`src/mfl_pkg.sv`:
```
// package: register map, field layout and threshold tables of the fault limit configuration
package mfl_pkg;
    localparam int ADDR_W = 8;
    localparam int DATA_W = 32;
    // register offsets (byte addresses)
    localparam logic [7:0] OFS_FAULT_LIMIT_CONFIG = 8'h54;
    localparam logic [7:0] OFS_LOCK_CONFIG = 8'h50;
    localparam logic [7:0] OFS_IRQ_STATUS = 8'h70;
    localparam logic [7:0] OFS_IRQ_ENABLE = 8'h74;
    localparam logic [7:0] OFS_IRQ_CLEAR = 8'h78;
    localparam logic [7:0] OFS_FAULT_STATUS = 8'h7c;
    // field positions in fault_limit_config
    localparam int POS_OVERSPEED_EN = 26;
    localparam int POS_HALL_EN = 25;
    localparam int POS_OPEN_WIND_EN = 24;
    localparam int POS_OS_THR = 21;
    localparam int POS_OW_THR = 13;
    localparam int POS_UV_THR = 5;
    localparam int POS_UV_MODE = 4;
    localparam int POS_OV_THR = 1;
    localparam int POS_OV_MODE = 0;
    // reserved bits 20..18 read zero; all others are storage
    localparam logic [31:0] CFG_WRITE_MASK = 32'hffe3ffff;
    localparam logic [31:0] RST_FAULT_LIMIT_CONFIG = 32'h00000000;
    localparam logic [31:0] RST_LOCK_CONFIG = 32'h00000000;
    localparam logic [31:0] RST_IRQ = 32'h00000000;
    // lock response modes
    typedef enum logic [1:0] {
        MFL_LOCK_LATCH = 2'h0,
        MFL_LOCK_RETRY = 2'h1,
        MFL_LOCK_REPORT = 2'h2,
        MFL_LOCK_OFF = 2'h3
    } mfl_lock_mode_e;
    // interrupt event bits
    localparam int EV_OVERSPEED = 0;
    localparam int EV_HALL = 1;
    localparam int EV_OPEN_WIND = 2;
    localparam int EV_UV = 3;
    localparam int EV_OV = 4;
    localparam int NUM_EV = 5;
    // retry time unit (ms) and cycles per ms at 125 MHz
    localparam int CLK_HZ = 125000000;
    localparam int RETRY_UNIT_MS = 1;
    localparam int CYC_PER_MS = CLK_HZ / 1000 * RETRY_UNIT_MS;
    // percent thresholds in tenths of a percent of full scale
    function automatic logic [11:0] os_thr_pm(input logic [2:0] code);
        os_thr_pm = 12'(1300 + 100 * int'(code));
    endfunction : os_thr_pm
    function automatic logic [11:0] uv_thr_pm(input logic [2:0] code);
        unique case (code)
            3'h0: uv_thr_pm = 12'h000;
            3'h1: uv_thr_pm = 12'd50;
            3'h2: uv_thr_pm = 12'd100;
            3'h3: uv_thr_pm = 12'd120;
            3'h4: uv_thr_pm = 12'd150;
            3'h5: uv_thr_pm = 12'd180;
            3'h6: uv_thr_pm = 12'd200;
            default: uv_thr_pm = 12'd250;
        endcase
    endfunction : uv_thr_pm
    function automatic logic [11:0] ov_thr_pm(input logic [2:0] code);
        ov_thr_pm = (code == 3'h7) ? 12'hfff : 12'(600 + 50 * int'(code));
    endfunction : ov_thr_pm
    function automatic logic [11:0] ow_thr_pm(input logic [4:0] code);
        logic [11:0] t;
        t = 12'h000;
        if (code <= 5'h04) begin
            t = 12'(75 + 5 * int'(code));
        end else if (code <= 5'h0d) begin
            t = 12'(50 + 10 * int'(code));
        end else if (code <= 5'h12) begin
            t = 12'(200 + 25 * (int'(code) - 14));
        end else if (code <= 5'h18) begin
            t = 12'(350 + 50 * (int'(code) - 19));
        end else begin
            t = 12'(700 + 50 * (int'(code) - 25));
        end
        ow_thr_pm = t;
    endfunction : ow_thr_pm
endpackage : mfl_pkg

```
`src/mfl_fault_latch.sv`:
```
// one fault flag with latched or self-clearing behaviour
`timescale 1ns/1ns
`default_nettype none
module mfl_fault_latch (
    // clock and reset
    input wire logic i_ref_clk,
    input wire logic i_nrst,
    // control
    input wire logic i_cond,
    input wire logic i_auto_clear,
    input wire logic i_sw_clear,
    // state
    output logic o_fault,
    output logic o_event
);
    logic fault_ff;
    logic cond_d_ff;
    // a present condition always wins over any clear
    always_ff @(posedge i_ref_clk or negedge i_nrst) begin
        if (!i_nrst) begin
            fault_ff <= 1'b0;
        end else if (i_cond) begin
            fault_ff <= 1'b1;
        end else if (i_auto_clear || i_sw_clear) begin
            fault_ff <= 1'b0;
        end
    end
    always_ff @(posedge i_ref_clk or negedge i_nrst) begin
        if (!i_nrst) begin
            cond_d_ff <= 1'b0;
        end else begin
            cond_d_ff <= i_cond;
        end
    end
    assign o_fault = fault_ff;
    assign o_event = i_cond && !cond_d_ff;
endmodule : mfl_fault_latch
`default_nettype wire

```
`src/mfl_fault_limit.sv`:
```
// fault limit configuration register and the fault supervision it steers
//
// Local design decision: the strobed register port.
`timescale 1ns/1ns
`default_nettype none
// Notes on behaviour
// - bit 26 enables the overspeed lock detector
// - bit 25 enables the invalid hall code lock detector
// - bit 24 enables the open winding lock detector
// - bits 23:21 pick overspeed limit, 130% plus 10% per code
// - bits 17:13 pick open winding current threshold from table
// - bits 7:5 pick undervoltage limit; code 0 means no limit
// - bit 4: undervoltage fault latches at 0, self-clears at 1
// - bits 3:1 pick overvoltage limit 60..90%, code 7 maximum
// - bit 0: overvoltage fault latches at 0, self-clears at 1
// - register at offset 54h, resets to all zeros
// - lock mode: latch with fault pin, retry clear, report only, off
module mfl_fault_limit
    import mfl_pkg::*;
#(
    parameter int CYC_MS = mfl_pkg::CYC_PER_MS
) (
    // clock and reset
    input wire logic i_ref_clk,
    input wire logic i_nrst,
    // register port
    input wire logic [mfl_pkg::ADDR_W-1:0] i_addr,
    input wire logic [mfl_pkg::DATA_W-1:0] i_wdata,
    input wire logic i_wr,
    input wire logic i_rd,
    output logic [mfl_pkg::DATA_W-1:0] o_rdata,
    // measurements in tenths of a percent of full scale, hall code and run flag
    input wire logic [11:0] i_speed_pm,
    input wire logic [11:0] i_current_pm,
    input wire logic [11:0] i_voltage_pm,
    input wire logic [2:0] i_hall,
    input wire logic i_running,
    // decoded limits for neighbouring logic
    output logic [11:0] o_os_limit,
    output logic [11:0] o_ow_limit,
    output logic [11:0] o_uv_limit,
    output logic [11:0] o_ov_limit,
    // fault outputs
    output logic o_lock_fault,
    output logic o_uv_fault,
    output logic o_ov_fault,
    output logic o_fault_output_n,
    output logic o_irq
);
    import mfl_pkg::*;

    logic [31:0] cfg_ff;
    logic [31:0] lock_cfg_ff;
    logic [NUM_EV-1:0] irq_stat_ff;
    logic [NUM_EV-1:0] irq_en_ff;
    logic [31:0] rdata_ff;
    logic [31:0] nxt_rdata;
    logic [2:0] hall_s1_ff;
    logic [2:0] hall_s2_ff;
    logic overspeed_detect_enable;
    logic hall_detect_enable;
    logic open_winding_detect_enable;
    logic [2:0] overspeed_threshold_select;
    logic [4:0] open_winding_current_threshold;
    logic [2:0] undervoltage_threshold_select;
    logic undervoltage_recovery_mode;
    logic [2:0] overvoltage_threshold_select;
    logic overvoltage_recovery_mode;
    mfl_lock_mode_e lock_response_mode;
    logic [15:0] retry_ms;
    logic os_hit;
    logic hall_hit;
    logic ow_hit;
    logic uv_hit;
    logic ov_hit;
    logic lock_hit;
    logic lock_run;
    logic retry_done;
    logic lock_clr;
    logic uv_ev;
    logic ov_ev;
    logic lock_ev;
    logic [NUM_EV-1:0] events;
    logic wr_clear;

    // field decode
    assign overspeed_detect_enable = cfg_ff[POS_OVERSPEED_EN];
    assign hall_detect_enable = cfg_ff[POS_HALL_EN];
    assign open_winding_detect_enable = cfg_ff[POS_OPEN_WIND_EN];
    assign overspeed_threshold_select = cfg_ff[POS_OS_THR +: 3];
    assign open_winding_current_threshold = cfg_ff[POS_OW_THR +: 5];
    assign undervoltage_threshold_select = cfg_ff[POS_UV_THR +: 3];
    assign undervoltage_recovery_mode = cfg_ff[POS_UV_MODE];
    assign overvoltage_threshold_select = cfg_ff[POS_OV_THR +: 3];
    assign overvoltage_recovery_mode = cfg_ff[POS_OV_MODE];
    assign lock_response_mode = mfl_lock_mode_e'(lock_cfg_ff[1:0]);
    // retry time taken in milliseconds from a neighbouring field
    assign retry_ms = lock_cfg_ff[17:2];

    assign o_os_limit = os_thr_pm(overspeed_threshold_select);
    assign o_ow_limit = ow_thr_pm(open_winding_current_threshold);
    assign o_uv_limit = uv_thr_pm(undervoltage_threshold_select);
    assign o_ov_limit = ov_thr_pm(overvoltage_threshold_select);

    // hall pins are asynchronous to this clock
    always_ff @(posedge i_ref_clk or negedge i_nrst) begin
        if (!i_nrst) begin
            hall_s1_ff <= 3'h1;
            hall_s2_ff <= 3'h1;
        end else begin
            hall_s1_ff <= i_hall;
            hall_s2_ff <= hall_s1_ff;
        end
    end

    // detectors
    assign os_hit = overspeed_detect_enable && (i_speed_pm > o_os_limit);
    assign hall_hit = hall_detect_enable && (hall_s2_ff == 3'h0 || hall_s2_ff == 3'h7);
    assign ow_hit = open_winding_detect_enable && i_running
        && (i_current_pm < o_ow_limit);
    // code 0 means no undervoltage limit, so the compare never fires
    assign uv_hit = (undervoltage_threshold_select != 3'h0)
        && (i_voltage_pm < o_uv_limit);
    // code 7 limit is all ones, so no 12-bit reading, even a saturated one, can trip
    assign ov_hit = (i_voltage_pm > o_ov_limit);
    assign lock_hit = (os_hit || hall_hit || ow_hit)
        && (lock_response_mode != MFL_LOCK_OFF);

    // register writes
    always_ff @(posedge i_ref_clk or negedge i_nrst) begin
        if (!i_nrst) begin
            cfg_ff <= RST_FAULT_LIMIT_CONFIG;
        end else if (i_wr && i_addr == OFS_FAULT_LIMIT_CONFIG) begin
            cfg_ff <= i_wdata & CFG_WRITE_MASK;
        end
    end
    always_ff @(posedge i_ref_clk or negedge i_nrst) begin
        if (!i_nrst) begin
            lock_cfg_ff <= RST_LOCK_CONFIG;
        end else if (i_wr && i_addr == OFS_LOCK_CONFIG) begin
            lock_cfg_ff <= i_wdata;
        end
    end
    always_ff @(posedge i_ref_clk or negedge i_nrst) begin
        if (!i_nrst) begin
            irq_en_ff <= RST_IRQ[NUM_EV-1:0];
        end else if (i_wr && i_addr == OFS_IRQ_ENABLE) begin
            irq_en_ff <= i_wdata[NUM_EV-1:0];
        end
    end
    assign wr_clear = i_wr && (i_addr == OFS_FAULT_STATUS);

    // lock fault: report-only mode never holds a fault
    assign lock_run = o_lock_fault && (lock_response_mode == MFL_LOCK_RETRY) && !lock_hit;
    assign lock_clr = (lock_response_mode == MFL_LOCK_REPORT)
        || (lock_response_mode == MFL_LOCK_OFF) || retry_done || wr_clear;

    mfl_retry_timer #(
        .CYC_MS(CYC_MS)
    ) u_retry (
        .i_ref_clk(i_ref_clk),
        .i_nrst(i_nrst),
        .i_run(lock_run),
        .i_ms(retry_ms),
        .o_done(retry_done)
    );

    mfl_fault_latch u_lock (
        .i_ref_clk(i_ref_clk),
        .i_nrst(i_nrst),
        .i_cond(lock_hit && lock_response_mode != MFL_LOCK_REPORT),
        .i_auto_clear(lock_clr),
        .i_sw_clear(1'b0),
        .o_fault(o_lock_fault),
        .o_event()
    );
    assign lock_ev = lock_hit && !o_lock_fault;

    mfl_fault_latch u_uv (
        .i_ref_clk(i_ref_clk),
        .i_nrst(i_nrst),
        .i_cond(uv_hit),
        .i_auto_clear(undervoltage_recovery_mode),
        .i_sw_clear(wr_clear),
        .o_fault(o_uv_fault),
        .o_event(uv_ev)
    );

    mfl_fault_latch u_ov (
        .i_ref_clk(i_ref_clk),
        .i_nrst(i_nrst),
        .i_cond(ov_hit),
        .i_auto_clear(overvoltage_recovery_mode),
        .i_sw_clear(wr_clear),
        .o_fault(o_ov_fault),
        .o_event(ov_ev)
    );

    // fault pin is low for a held lock or voltage fault
    assign o_fault_output_n = !(o_lock_fault || o_uv_fault || o_ov_fault);

    // interrupt status, set wins over clear
    assign events[EV_OVERSPEED] = os_hit && lock_ev;
    assign events[EV_HALL] = hall_hit && lock_ev;
    assign events[EV_OPEN_WIND] = ow_hit && lock_ev;
    assign events[EV_UV] = uv_ev;
    assign events[EV_OV] = ov_ev;
    always_ff @(posedge i_ref_clk or negedge i_nrst) begin
        if (!i_nrst) begin
            irq_stat_ff <= RST_IRQ[NUM_EV-1:0];
        end else if (i_wr && i_addr == OFS_IRQ_CLEAR) begin
            irq_stat_ff <= (irq_stat_ff & ~i_wdata[NUM_EV-1:0]) | events;
        end else begin
            irq_stat_ff <= irq_stat_ff | events;
        end
    end
    assign o_irq = |(irq_stat_ff & irq_en_ff);

    // read data, one cycle after the strobe and only then
    always_comb begin
        nxt_rdata = 32'h00000000;
        if (i_rd) begin
            unique case (i_addr)
                OFS_FAULT_LIMIT_CONFIG: nxt_rdata = cfg_ff;
                OFS_LOCK_CONFIG: nxt_rdata = lock_cfg_ff;
                OFS_IRQ_STATUS: nxt_rdata = {27'h0, irq_stat_ff};
                OFS_IRQ_ENABLE: nxt_rdata = {27'h0, irq_en_ff};
                OFS_FAULT_STATUS: nxt_rdata = {29'h0, o_ov_fault, o_uv_fault, o_lock_fault};
                default: nxt_rdata = 32'h00000000;
            endcase
        end
    end
    always_ff @(posedge i_ref_clk or negedge i_nrst) begin
        if (!i_nrst) begin
            rdata_ff <= 32'h00000000;
        end else begin
            rdata_ff <= nxt_rdata;
        end
    end
    assign o_rdata = rdata_ff;

    // assertions
    reset_value_a: assert property (@(posedge i_ref_clk) $rose(i_nrst) |-> cfg_ff == 32'h0)
        else $error("config not zero after reset");
    reserved_zero_a: assert property (@(posedge i_ref_clk) disable iff (!i_nrst)
        cfg_ff[20:18] == 3'h0) else $error("reserved bits not zero");
    os_enable_a: assert property (@(posedge i_ref_clk) disable iff (!i_nrst)
        !cfg_ff[26] |-> !os_hit) else $error("overspeed hit while disabled");
    hall_enable_a: assert property (@(posedge i_ref_clk) disable iff (!i_nrst)
        !cfg_ff[25] |-> !hall_hit) else $error("hall hit while disabled");
    ow_enable_a: assert property (@(posedge i_ref_clk) disable iff (!i_nrst)
        !cfg_ff[24] |-> !ow_hit) else $error("open winding hit while disabled");
    os_limit_a: assert property (@(posedge i_ref_clk) disable iff (!i_nrst)
        o_os_limit == 12'(1300 + 100 * int'(cfg_ff[23:21]))) else $error("overspeed limit wrong");
    ow_ends_a: assert property (@(posedge i_ref_clk) disable iff (!i_nrst)
        (cfg_ff[17:13] == 5'h1f |-> o_ow_limit == 12'd1000)
        and (cfg_ff[17:13] == 5'h0f |-> o_ow_limit == 12'd225))
        else $error("open winding limit wrong");
    uv_nolimit_a: assert property (@(posedge i_ref_clk) disable iff (!i_nrst)
        cfg_ff[7:5] == 3'h0 |-> !uv_hit) else $error("undervoltage with no limit");
    uv_latch_a: assert property (@(posedge i_ref_clk) disable iff (!i_nrst)
        o_uv_fault && !cfg_ff[4] && !wr_clear |=> o_uv_fault) else $error("uv latch lost");
    ov_limit_a: assert property (@(posedge i_ref_clk) disable iff (!i_nrst)
        cfg_ff[3:1] == 3'h2 |-> o_ov_limit == 12'd700) else $error("overvoltage limit wrong");
    ov_auto_a: assert property (@(posedge i_ref_clk) disable iff (!i_nrst)
        o_ov_fault && cfg_ff[0] && !ov_hit |=> !o_ov_fault) else $error("ov auto clear failed");
    lock_pin_a: assert property (@(posedge i_ref_clk) disable iff (!i_nrst)
        lock_hit && lock_response_mode == MFL_LOCK_LATCH |=> o_lock_fault && !o_fault_output_n)
        else $error("lock did not raise fault");
    uv_set_a: assert property (@(posedge i_ref_clk) disable iff (!i_nrst)
        uv_hit |=> o_uv_fault)
        else $error("uv fault not set");
    uv_auto_a: assert property (@(posedge i_ref_clk) disable iff (!i_nrst)
        o_uv_fault && cfg_ff[POS_UV_MODE] && !uv_hit |=> !o_uv_fault)
        else $error("uv auto clear failed");
    ov_set_a: assert property (@(posedge i_ref_clk) disable iff (!i_nrst)
        ov_hit |=> o_ov_fault)
        else $error("ov fault not set");
    ov_latch_a: assert property (@(posedge i_ref_clk) disable iff (!i_nrst)
        o_ov_fault && !cfg_ff[POS_OV_MODE] && !wr_clear |=> o_ov_fault)
        else $error("ov latch lost");
    cfg_write_a: assert property (@(posedge i_ref_clk) disable iff (!i_nrst)
        i_wr && i_addr == OFS_FAULT_LIMIT_CONFIG
        |=> cfg_ff == ($past(i_wdata) & CFG_WRITE_MASK))
        else $error("config write wrong");
    cfg_read_a: assert property (@(posedge i_ref_clk) disable iff (!i_nrst)
        i_rd && i_addr == OFS_FAULT_LIMIT_CONFIG |=> o_rdata == $past(cfg_ff))
        else $error("config read wrong");
    report_hold_a: assert property (@(posedge i_ref_clk) disable iff (!i_nrst)
        lock_response_mode == MFL_LOCK_REPORT |=> !o_lock_fault)
        else $error("report mode held fault");
    off_hold_a: assert property (@(posedge i_ref_clk) disable iff (!i_nrst)
        lock_response_mode == MFL_LOCK_OFF |=> !o_lock_fault)
        else $error("off mode held fault");
    os_trip_a: assert property (@(posedge i_ref_clk) disable iff (!i_nrst)
        overspeed_detect_enable && i_speed_pm > o_os_limit
        && lock_response_mode == MFL_LOCK_LATCH |=> o_lock_fault)
        else $error("overspeed did not trip");
    hall_bad_a: assert property (@(posedge i_ref_clk) disable iff (!i_nrst)
        hall_detect_enable && hall_s2_ff == 3'h0
        && lock_response_mode == MFL_LOCK_LATCH |=> o_lock_fault)
        else $error("hall code did not trip");
    ow_trip_a: assert property (@(posedge i_ref_clk) disable iff (!i_nrst)
        open_winding_detect_enable && i_running && i_current_pm < o_ow_limit
        && lock_response_mode == MFL_LOCK_LATCH |=> o_lock_fault)
        else $error("open winding did not trip");
endmodule : mfl_fault_limit
`default_nettype wire

```
`src/mfl_retry_timer.sv`:
```
// retry timer for self-clearing lock faults, ticking on a millisecond enable
`timescale 1ns/1ns
`default_nettype none
module mfl_retry_timer #(
    parameter int CYC_MS = mfl_pkg::CYC_PER_MS
) (
    // clock and reset
    input wire logic i_ref_clk,
    input wire logic i_nrst,
    // control
    input wire logic i_run,
    input wire logic [15:0] i_ms,
    // result
    output logic o_done
);
    logic [16:0] div_ff;
    logic [15:0] ms_ff;
    logic tick;
    assign tick = (div_ff == 17'(CYC_MS - 1));
    always_ff @(posedge i_ref_clk or negedge i_nrst) begin
        if (!i_nrst) begin
            div_ff <= '0;
        end else if (!i_run || tick) begin
            div_ff <= '0;
        end else begin
            div_ff <= div_ff + 17'h1;
        end
    end
    always_ff @(posedge i_ref_clk or negedge i_nrst) begin
        if (!i_nrst) begin
            ms_ff <= '0;
        end else if (!i_run) begin
            ms_ff <= '0;
        end else if (tick && ms_ff != i_ms) begin
            ms_ff <= ms_ff + 16'h1;
        end
    end
    assign o_done = i_run && (ms_ff == i_ms);
endmodule : mfl_retry_timer
`default_nettype wire

```
`config.mk`:
```
export PLATFORM = sky130hd
export DESIGN_NAME = mfl_fault_limit
export DESIGN_NICKNAME = d
export VERILOG_FILES = /design/src/mfl_pkg.sv /design/src/mfl_fault_latch.sv /design/src/mfl_fault_limit.sv /design/src/mfl_retry_timer.sv
export SDC_FILE = /design/constraint.sdc
export NUM_CORES = 1
export LEC_CHECK = 0
export ABC_AREA = 1
export BUFFER_PORTS_ARGS = -buffer_cell sky130_fd_sc_hd__buf_4
export CORE_AREA = 5 5 175 177
export DETAILED_ROUTE_END_ITERATION = 7
export DIE_AREA = 0 0 180 182
export PLACE_DENSITY_LB_ADDON = 0.1
export SYNTH_ARGS = -nofsm -noshare
export SYNTH_HDL_FRONTEND = slang
export SYNTH_HIERARCHICAL = 1
export SYNTH_SLANG_ARGS = --single-unit
```
`constraint.sdc`:
```
create_clock -name i_ref_clk -period 8.1 [get_ports i_ref_clk]
set_input_delay 1.62 -clock i_ref_clk [delete_from_list [all_inputs] [get_ports i_ref_clk]]
set_output_delay 1.62 -clock i_ref_clk [all_outputs]
set_load 0.01 [all_outputs]
```
## Word-level counts from Yosys, hierarchy flattened

Index checks and enable logic that the tools add are counted.

- Output and inout bits: 85
- Word-level logic and storage cells: 133
- Input bits: 84
- Bits in registers: 147

- Equality and inequality tests: 23
- $add $sub $neg: 12
- $mul: 7
- Reductions and logical operators: 46
- Bitwise operators: 5
- Muxes and demuxes: 18
- Magnitude comparators: 8

Operators with widths:

| kind | count |
|---|---|
| $pmux W32 S5 | 1 |
| $mux W12 | 5 |
| $pmux W8 S7 | 1 |
| $eq A8 B7 Y1 const B | 6 |
| $mux W16 | 2 |
| $mux W32 | 1 |
| $gt A12 B12 Y1 | 2 |
| $lt A12 B12 Y1 | 2 |
| $logic_and A1 B1 Y1 | 22 |
| $mul A6 B6 Y11 const A | 2 |
| $add A17 B1 Y17 const B | 1 |
| $eq A17 B17 Y1 const B | 1 |
| $mux W17 | 1 |
| $add A16 B1 Y16 const B | 1 |
| $eq A16 B16 Y1 | 1 |
| $mul A3 B5 Y8 const A | 2 |
| $mul A5 B3 Y8 const A | 2 |
| $ne A16 B16 Y1 | 1 |
| $eq A3 B3 Y1 const B | 5 |
| $add A10 B12 Y12 const A | 1 |
| $add A11 B10 Y12 const A | 1 |
| $add A11 B12 Y12 const A | 1 |
| $add A9 B12 Y12 const A | 1 |
| $mul A6 B6 Y12 const A | 1 |
| other kinds (24) | 55 |

## Depth between registers and ports, before layout

- Word-level depth: 18
- Depth in mapped cells: 41
- Mapped depth without buffers: 41

## Hierarchy

The synthesis kept the hierarchy.

By module, submodules not included:

| module | area each (sq um) | seq. area each (sq um) | cells each | instances |
|---|---|---|---|---|
| mfl_fault_limit | 8908.5 | 2730.1 | 1159 | 1 |
| mfl_retry_timer | 2304.7 | 825.8 | 353 | 1 |
| mfl_fault_latch | 68.8 | 50.0 | 7 | 3 |

## Worst setup path before layout

No wires, ideal clock.

- Kind: reg2reg
- Start point: register cfg_ff[14]
- End point: register u_retry.ms_ff[12]
- Path buffers: 1
- Required time: 7.983 ns
- Stages on the path, launching flop included: 37
- Arrival time: 5.722 ns
- Library setup time: 0.117 ns
- Clock period less this slack: 5.839 ns
- Setup slack: 2.261 ns
- Path through: dfrtp_1 inv_1 ha_1 nand2_1 nand2_2 nor2_4 inv_1 ha_1 ha_1 ha_1 ha_1 ha_1 fa_1 inv_1 nor4_1 nand2_1 nand3_2 nand3b_1 nand3_1 nand2_1 nand2_1 nand3_1 ha_1 nand4_1 a21oi_1 nor4_1 nand2_1 nand2_1 nor2_1 inv_2 a21oi_2 nand3_1 nor2_2 nand3_4 buf_2 nand3_1 nand2_1

- Longest elaborated chain between the ends: 14
- Elaborated cells on any way between the ends: 29
- Classes of those cells: add/sub: 8; mul: 5; order compare: 5; eq/ne: 1; mux: 5; reduce/logical: 5

RTL lines:

| element | RTL line | source |
|---|---|---|
| start, declared | mfl_fault_limit.sv:52 | `logic [31:0] cfg_ff;` |
| start signal, assigned | mfl_fault_limit.sv:134 | `cfg_ff <= i_wdata & CFG_WRITE_MASK;` |
| $sub A5 B5 Y6, on equally long branches | mfl_pkg.sv:76, mfl_pkg.sv:74 |  |
| $mul A6 B6 Y11, on equally long branches | mfl_pkg.sv:76, mfl_pkg.sv:74 |  |
| $add A11 B12 Y12 or $add A10 B12 Y12 (tied branches) | mfl_pkg.sv:76, mfl_pkg.sv:74 |  |
| $mux W12 | mfl_pkg.sv:73 | `end else if (code <= 5'h18) begin` |
| $mux W12 | mfl_pkg.sv:71 | `end else if (code <= 5'h12) begin` |
| $mux W12 | mfl_pkg.sv:69 | `end else if (code <= 5'h0d) begin` |
| $mux W12 (*) | mfl_pkg.sv:67 | `if (code <= 5'h04) begin` |
| $lt A12 B12 Y1 (*) | mfl_fault_limit.sv:120 | `&& (i_current_pm < o_ow_limit);` |
| $logic_and A1 B1 Y1 (*) | mfl_fault_limit.sv:120 |  |
| $logic_or A1 B1 Y1 (*) | mfl_fault_limit.sv:126 | `assign lock_hit = (os_hit \|\| hall_hit \|\| ow_hit)` |
| $logic_and A1 B1 Y1 (*) | mfl_fault_limit.sv:127 | `&& (lock_response_mode != MFL_LOCK_OFF);` |
| $logic_not A1 Y1 (*) | mfl_fault_limit.sv:154 | `assign lock_run = o_lock_fault && (lock_response_mode == MFL_LOCK_RETRY) && !lock_hit;` |
| $logic_and A1 B1 Y1 (*) | mfl_fault_limit.sv:154 |  |
| via lock_run | mfl_fault_limit.sv:77 | `logic lock_run;` |
| $ne A2 B2 Y1 (no line) or $mux W16 (tied branches) | n/a |  |
| end signal, assigned | mfl_retry_timer.sv:35 | `ms_ff <= ms_ff + 16'h1;` |
| end, declared | mfl_retry_timer.sv:17 | `logic [15:0] ms_ff;` |

Mark *: on every way through the listed nets, which the timed path passes. The rest lies on a longest branch.
A chain may end at the register's enable or synchronous reset.

## Worst setup path in the final report

- Start point: register cfg_ff[14]
- End point: register u_retry.ms_ff[10]

Same word-level chain as after synthesis.

==> impl_metrics.env <==
export IMPL_status="finished, final reports clean"
export IMPL_post_route_drc_count=0
export IMPL_grt_pass1_vias=9773
export IMPL_vias_per_cell=4.79
export IMPL_final_seq_area_mm2=0.00368
export IMPL_clkSlewWorstSetupHoldPaths_ns=0.06
export IMPL_postCtsHoldBufs=0
export IMPL_overflow=0
export IMPL_place_hpwl_um=24000
export IMPL_fin_crit_sh=0.839
export IMPL_timing_critical_path_mode_cell="nand2_1"
export IMPL_powerDensity_mw_per_mm2=174
export IMPL_syn_avg_cell_area_um2=7.44
export IMPL_antenna_found_initial=0
export IMPL_fmax_ghz=0.147
export IMPL_wirelength_met1_um=14200
export IMPL_slew_violations=0
export IMPL_initial_core_util=0.392
export IMPL_rsz0062_at_grt="no"
export IMPL_io_pins=169
export IMPL_n_fill_cell=2979
export IMPL_num_vias=9986
export IMPL_worstPathMaxFanout=17
export IMPL_period_needed_ns=6.80
export IMPL_skew_ns=0.0122
export IMPL_drt_wl_total_um=30500
export IMPL_postCtsSetupBuffers=0
export IMPL_ir_drop_uv=104
export IMPL_gp_congestion=0.846
export IMPL_clockBufferDepth=2
export IMPL_critPathMaxStageDelay_ns=0.65
export IMPL_top_layer="met4"
export IMPL_drtIter0Drc=483
export IMPL_synth_area_mm2=0.0114
export IMPL_multi_input_area_mm2=0.00655
export IMPL_wl_met3_um=888
export IMPL_drv_cap=0
export IMPL_wl_met2_um=15000
export IMPL_setup_tns_final_ns=0
export IMPL_p_leak_nw=7.06
export IMPL_path_class="flip-flop to flip-flop"
export IMPL_cp_end_kind="flip-flop"
export IMPL_rows=63
export IMPL_core_area_mm2=0.0291
export IMPL_cts_sinks=147
export IMPL_clk_latency_ns=0.43
export IMPL_cp_slowest_cell="dfrtp_1"
export IMPL_cts_root_buf="clkbuf_16"
export IMPL_track_usage=0.184
export IMPL_worst_setup_path_start_kind="flip-flop"
export IMPL_die_height_um=182
export IMPL_grt_pass1_wl_um=49700
export IMPL_synth_warnings=6
export IMPL_relSlewSlack=0.300
export IMPL_r2r_slack_ns=1.30
export IMPL_cts_buffers_inserted=17
export IMPL_cts_max_level=4
export IMPL_wl_per_cell_um=14.6
export IMPL_area_growth_pct=18.0
export IMPL_syn_inst=1531
export IMPL_grt_max_degree=89
export IMPL_dr_pass1_iters=4
export IMPL_hold_viol=0
export IMPL_min_path_type="flip-flop to flip-flop"
export IMPL_die_area_mm2=0.0328
export IMPL_whs_ns=0.361
export IMPL_drive_gt1_frac=0.142
export IMPL_cts_resized=0
export IMPL_cts_tree="yes"
export IMPL_fin_nets=1910
export IMPL_finalSetupViolations=0
export IMPL_n_antenna_cell=0
export IMPL_tightest_slew_ns=1.05
export IMPL_utilization=0.462
export IMPL_antenna_left=0
export IMPL_die_w_um=180
export IMPL_cp_arrival_ns=7.16
export IMPL_critical_path_required_ns=8.47
export IMPL_portBuffers=161
layout make-up:
class                   instances  share of cell area
clock buffers                  17              0.0317
flip-flops and latches        147               0.274
inverters                     236              0.0663
repair buffers                168              0.0941
well taps                     390              0.0363
multi-input cells            1110               0.487
clock inverters                15              0.0105
per-layer routing:
metal,vias up,global-route usage
li1,5197,-
met3,24,0.0294
met5,-,0
met2,164,0.324
met4,0,0.0372
met1,4601,0.240
placed cells by master (no fill, tap or decap), types with 7 or more instances in the layout:
| cell | count |
|---|---|
| a21oi_1 | 84 |
| fa_1 | 16 |
| inv_1 | 226 |
| inv_2 | 8 |
| o21a_1 | 8 |
| buf_4 | 167 |
| nand2_1 | 397 |
| dfrtp_1 | 145 |
| nor2_1 | 129 |
| xnor2_1 | 15 |
| o21ai_0 | 89 |
| nor3_1 | 20 |
| o21ai_1 | 16 |
| ha_1 | 130 |
| nand3_1 | 82 |
| nand4_1 | 17 |
| conb_1 | 8 |
| clkbuf_16 | 17 |
| xor2_1 | 25 |
| nand3b_1 | 7 |
final timing paths:
| kind | start | end | depth (start not counted) |
|---|---|---|---|
| min in group asynchronous | i_nrst | o_rdata[23] | 1 |
| hold reg to reg | hall_s1_ff[1] | hall_s2_ff[1] | 0 |
| hold / removal | hall_s1_ff[1] | hall_s2_ff[1] | 0 |
| max in group asynchronous | i_nrst | o_rdata[0] | 2 |
| setup reg to reg | cfg_ff[14] | u_retry/ms_ff[10] | 37 |
| setup / recovery | cfg_ff[14] | u_retry/ms_ff[10] | 37 |
state kept, by name, summed over array words and instances, names as in the netlist, 3 cells and up:
signal / flops
lock_cfg_ff: 32
o_rdata: 32
cfg_ff: 29
u_retry/div_ff: 17
u_retry/ms_ff: 16
irq_en_ff: 5
irq_stat_ff: 5
hall_s1_ff: 3
hall_s2_ff: 3
per-stage QoR:
step | worst slack, ns | cells | total power [mW] | cell area (µm²)
2_1_floorplan | 2.26 | 1538 | 1.37 | 11400
3_3_place_gp | 1.44 | 2051 | 1.59 | 12900
3_5_place_dp | 1.26 | 2051 | 1.60 | 12900
4_1_cts | 1.24 | 2083 | 2.37 | 13400
5_1_grt | 0.668 | 2083 | 2.51 | 13400
6_report | 1.30 | 2083 | 2.33 | 13400
worst max-delay path: cells and delay by family (launching register included):
kind / cells / cell delay, ns
adders and majority gates: 8 / 2.56
and+or+nand+nor: 22 / 2.49
AOI/OAI and AO/OA: 2 / 0.25
buffers and inverters: 5 / 0.75
DFF: 1 / 0.65
where the power goes:
group | switching [mW] | internal (mW)
Sequential | 0.0254 | 0.757
Combinational | 0.475 | 0.326
Clock | 0.346 | 0.406
Power figures use the tool's default switching activity.
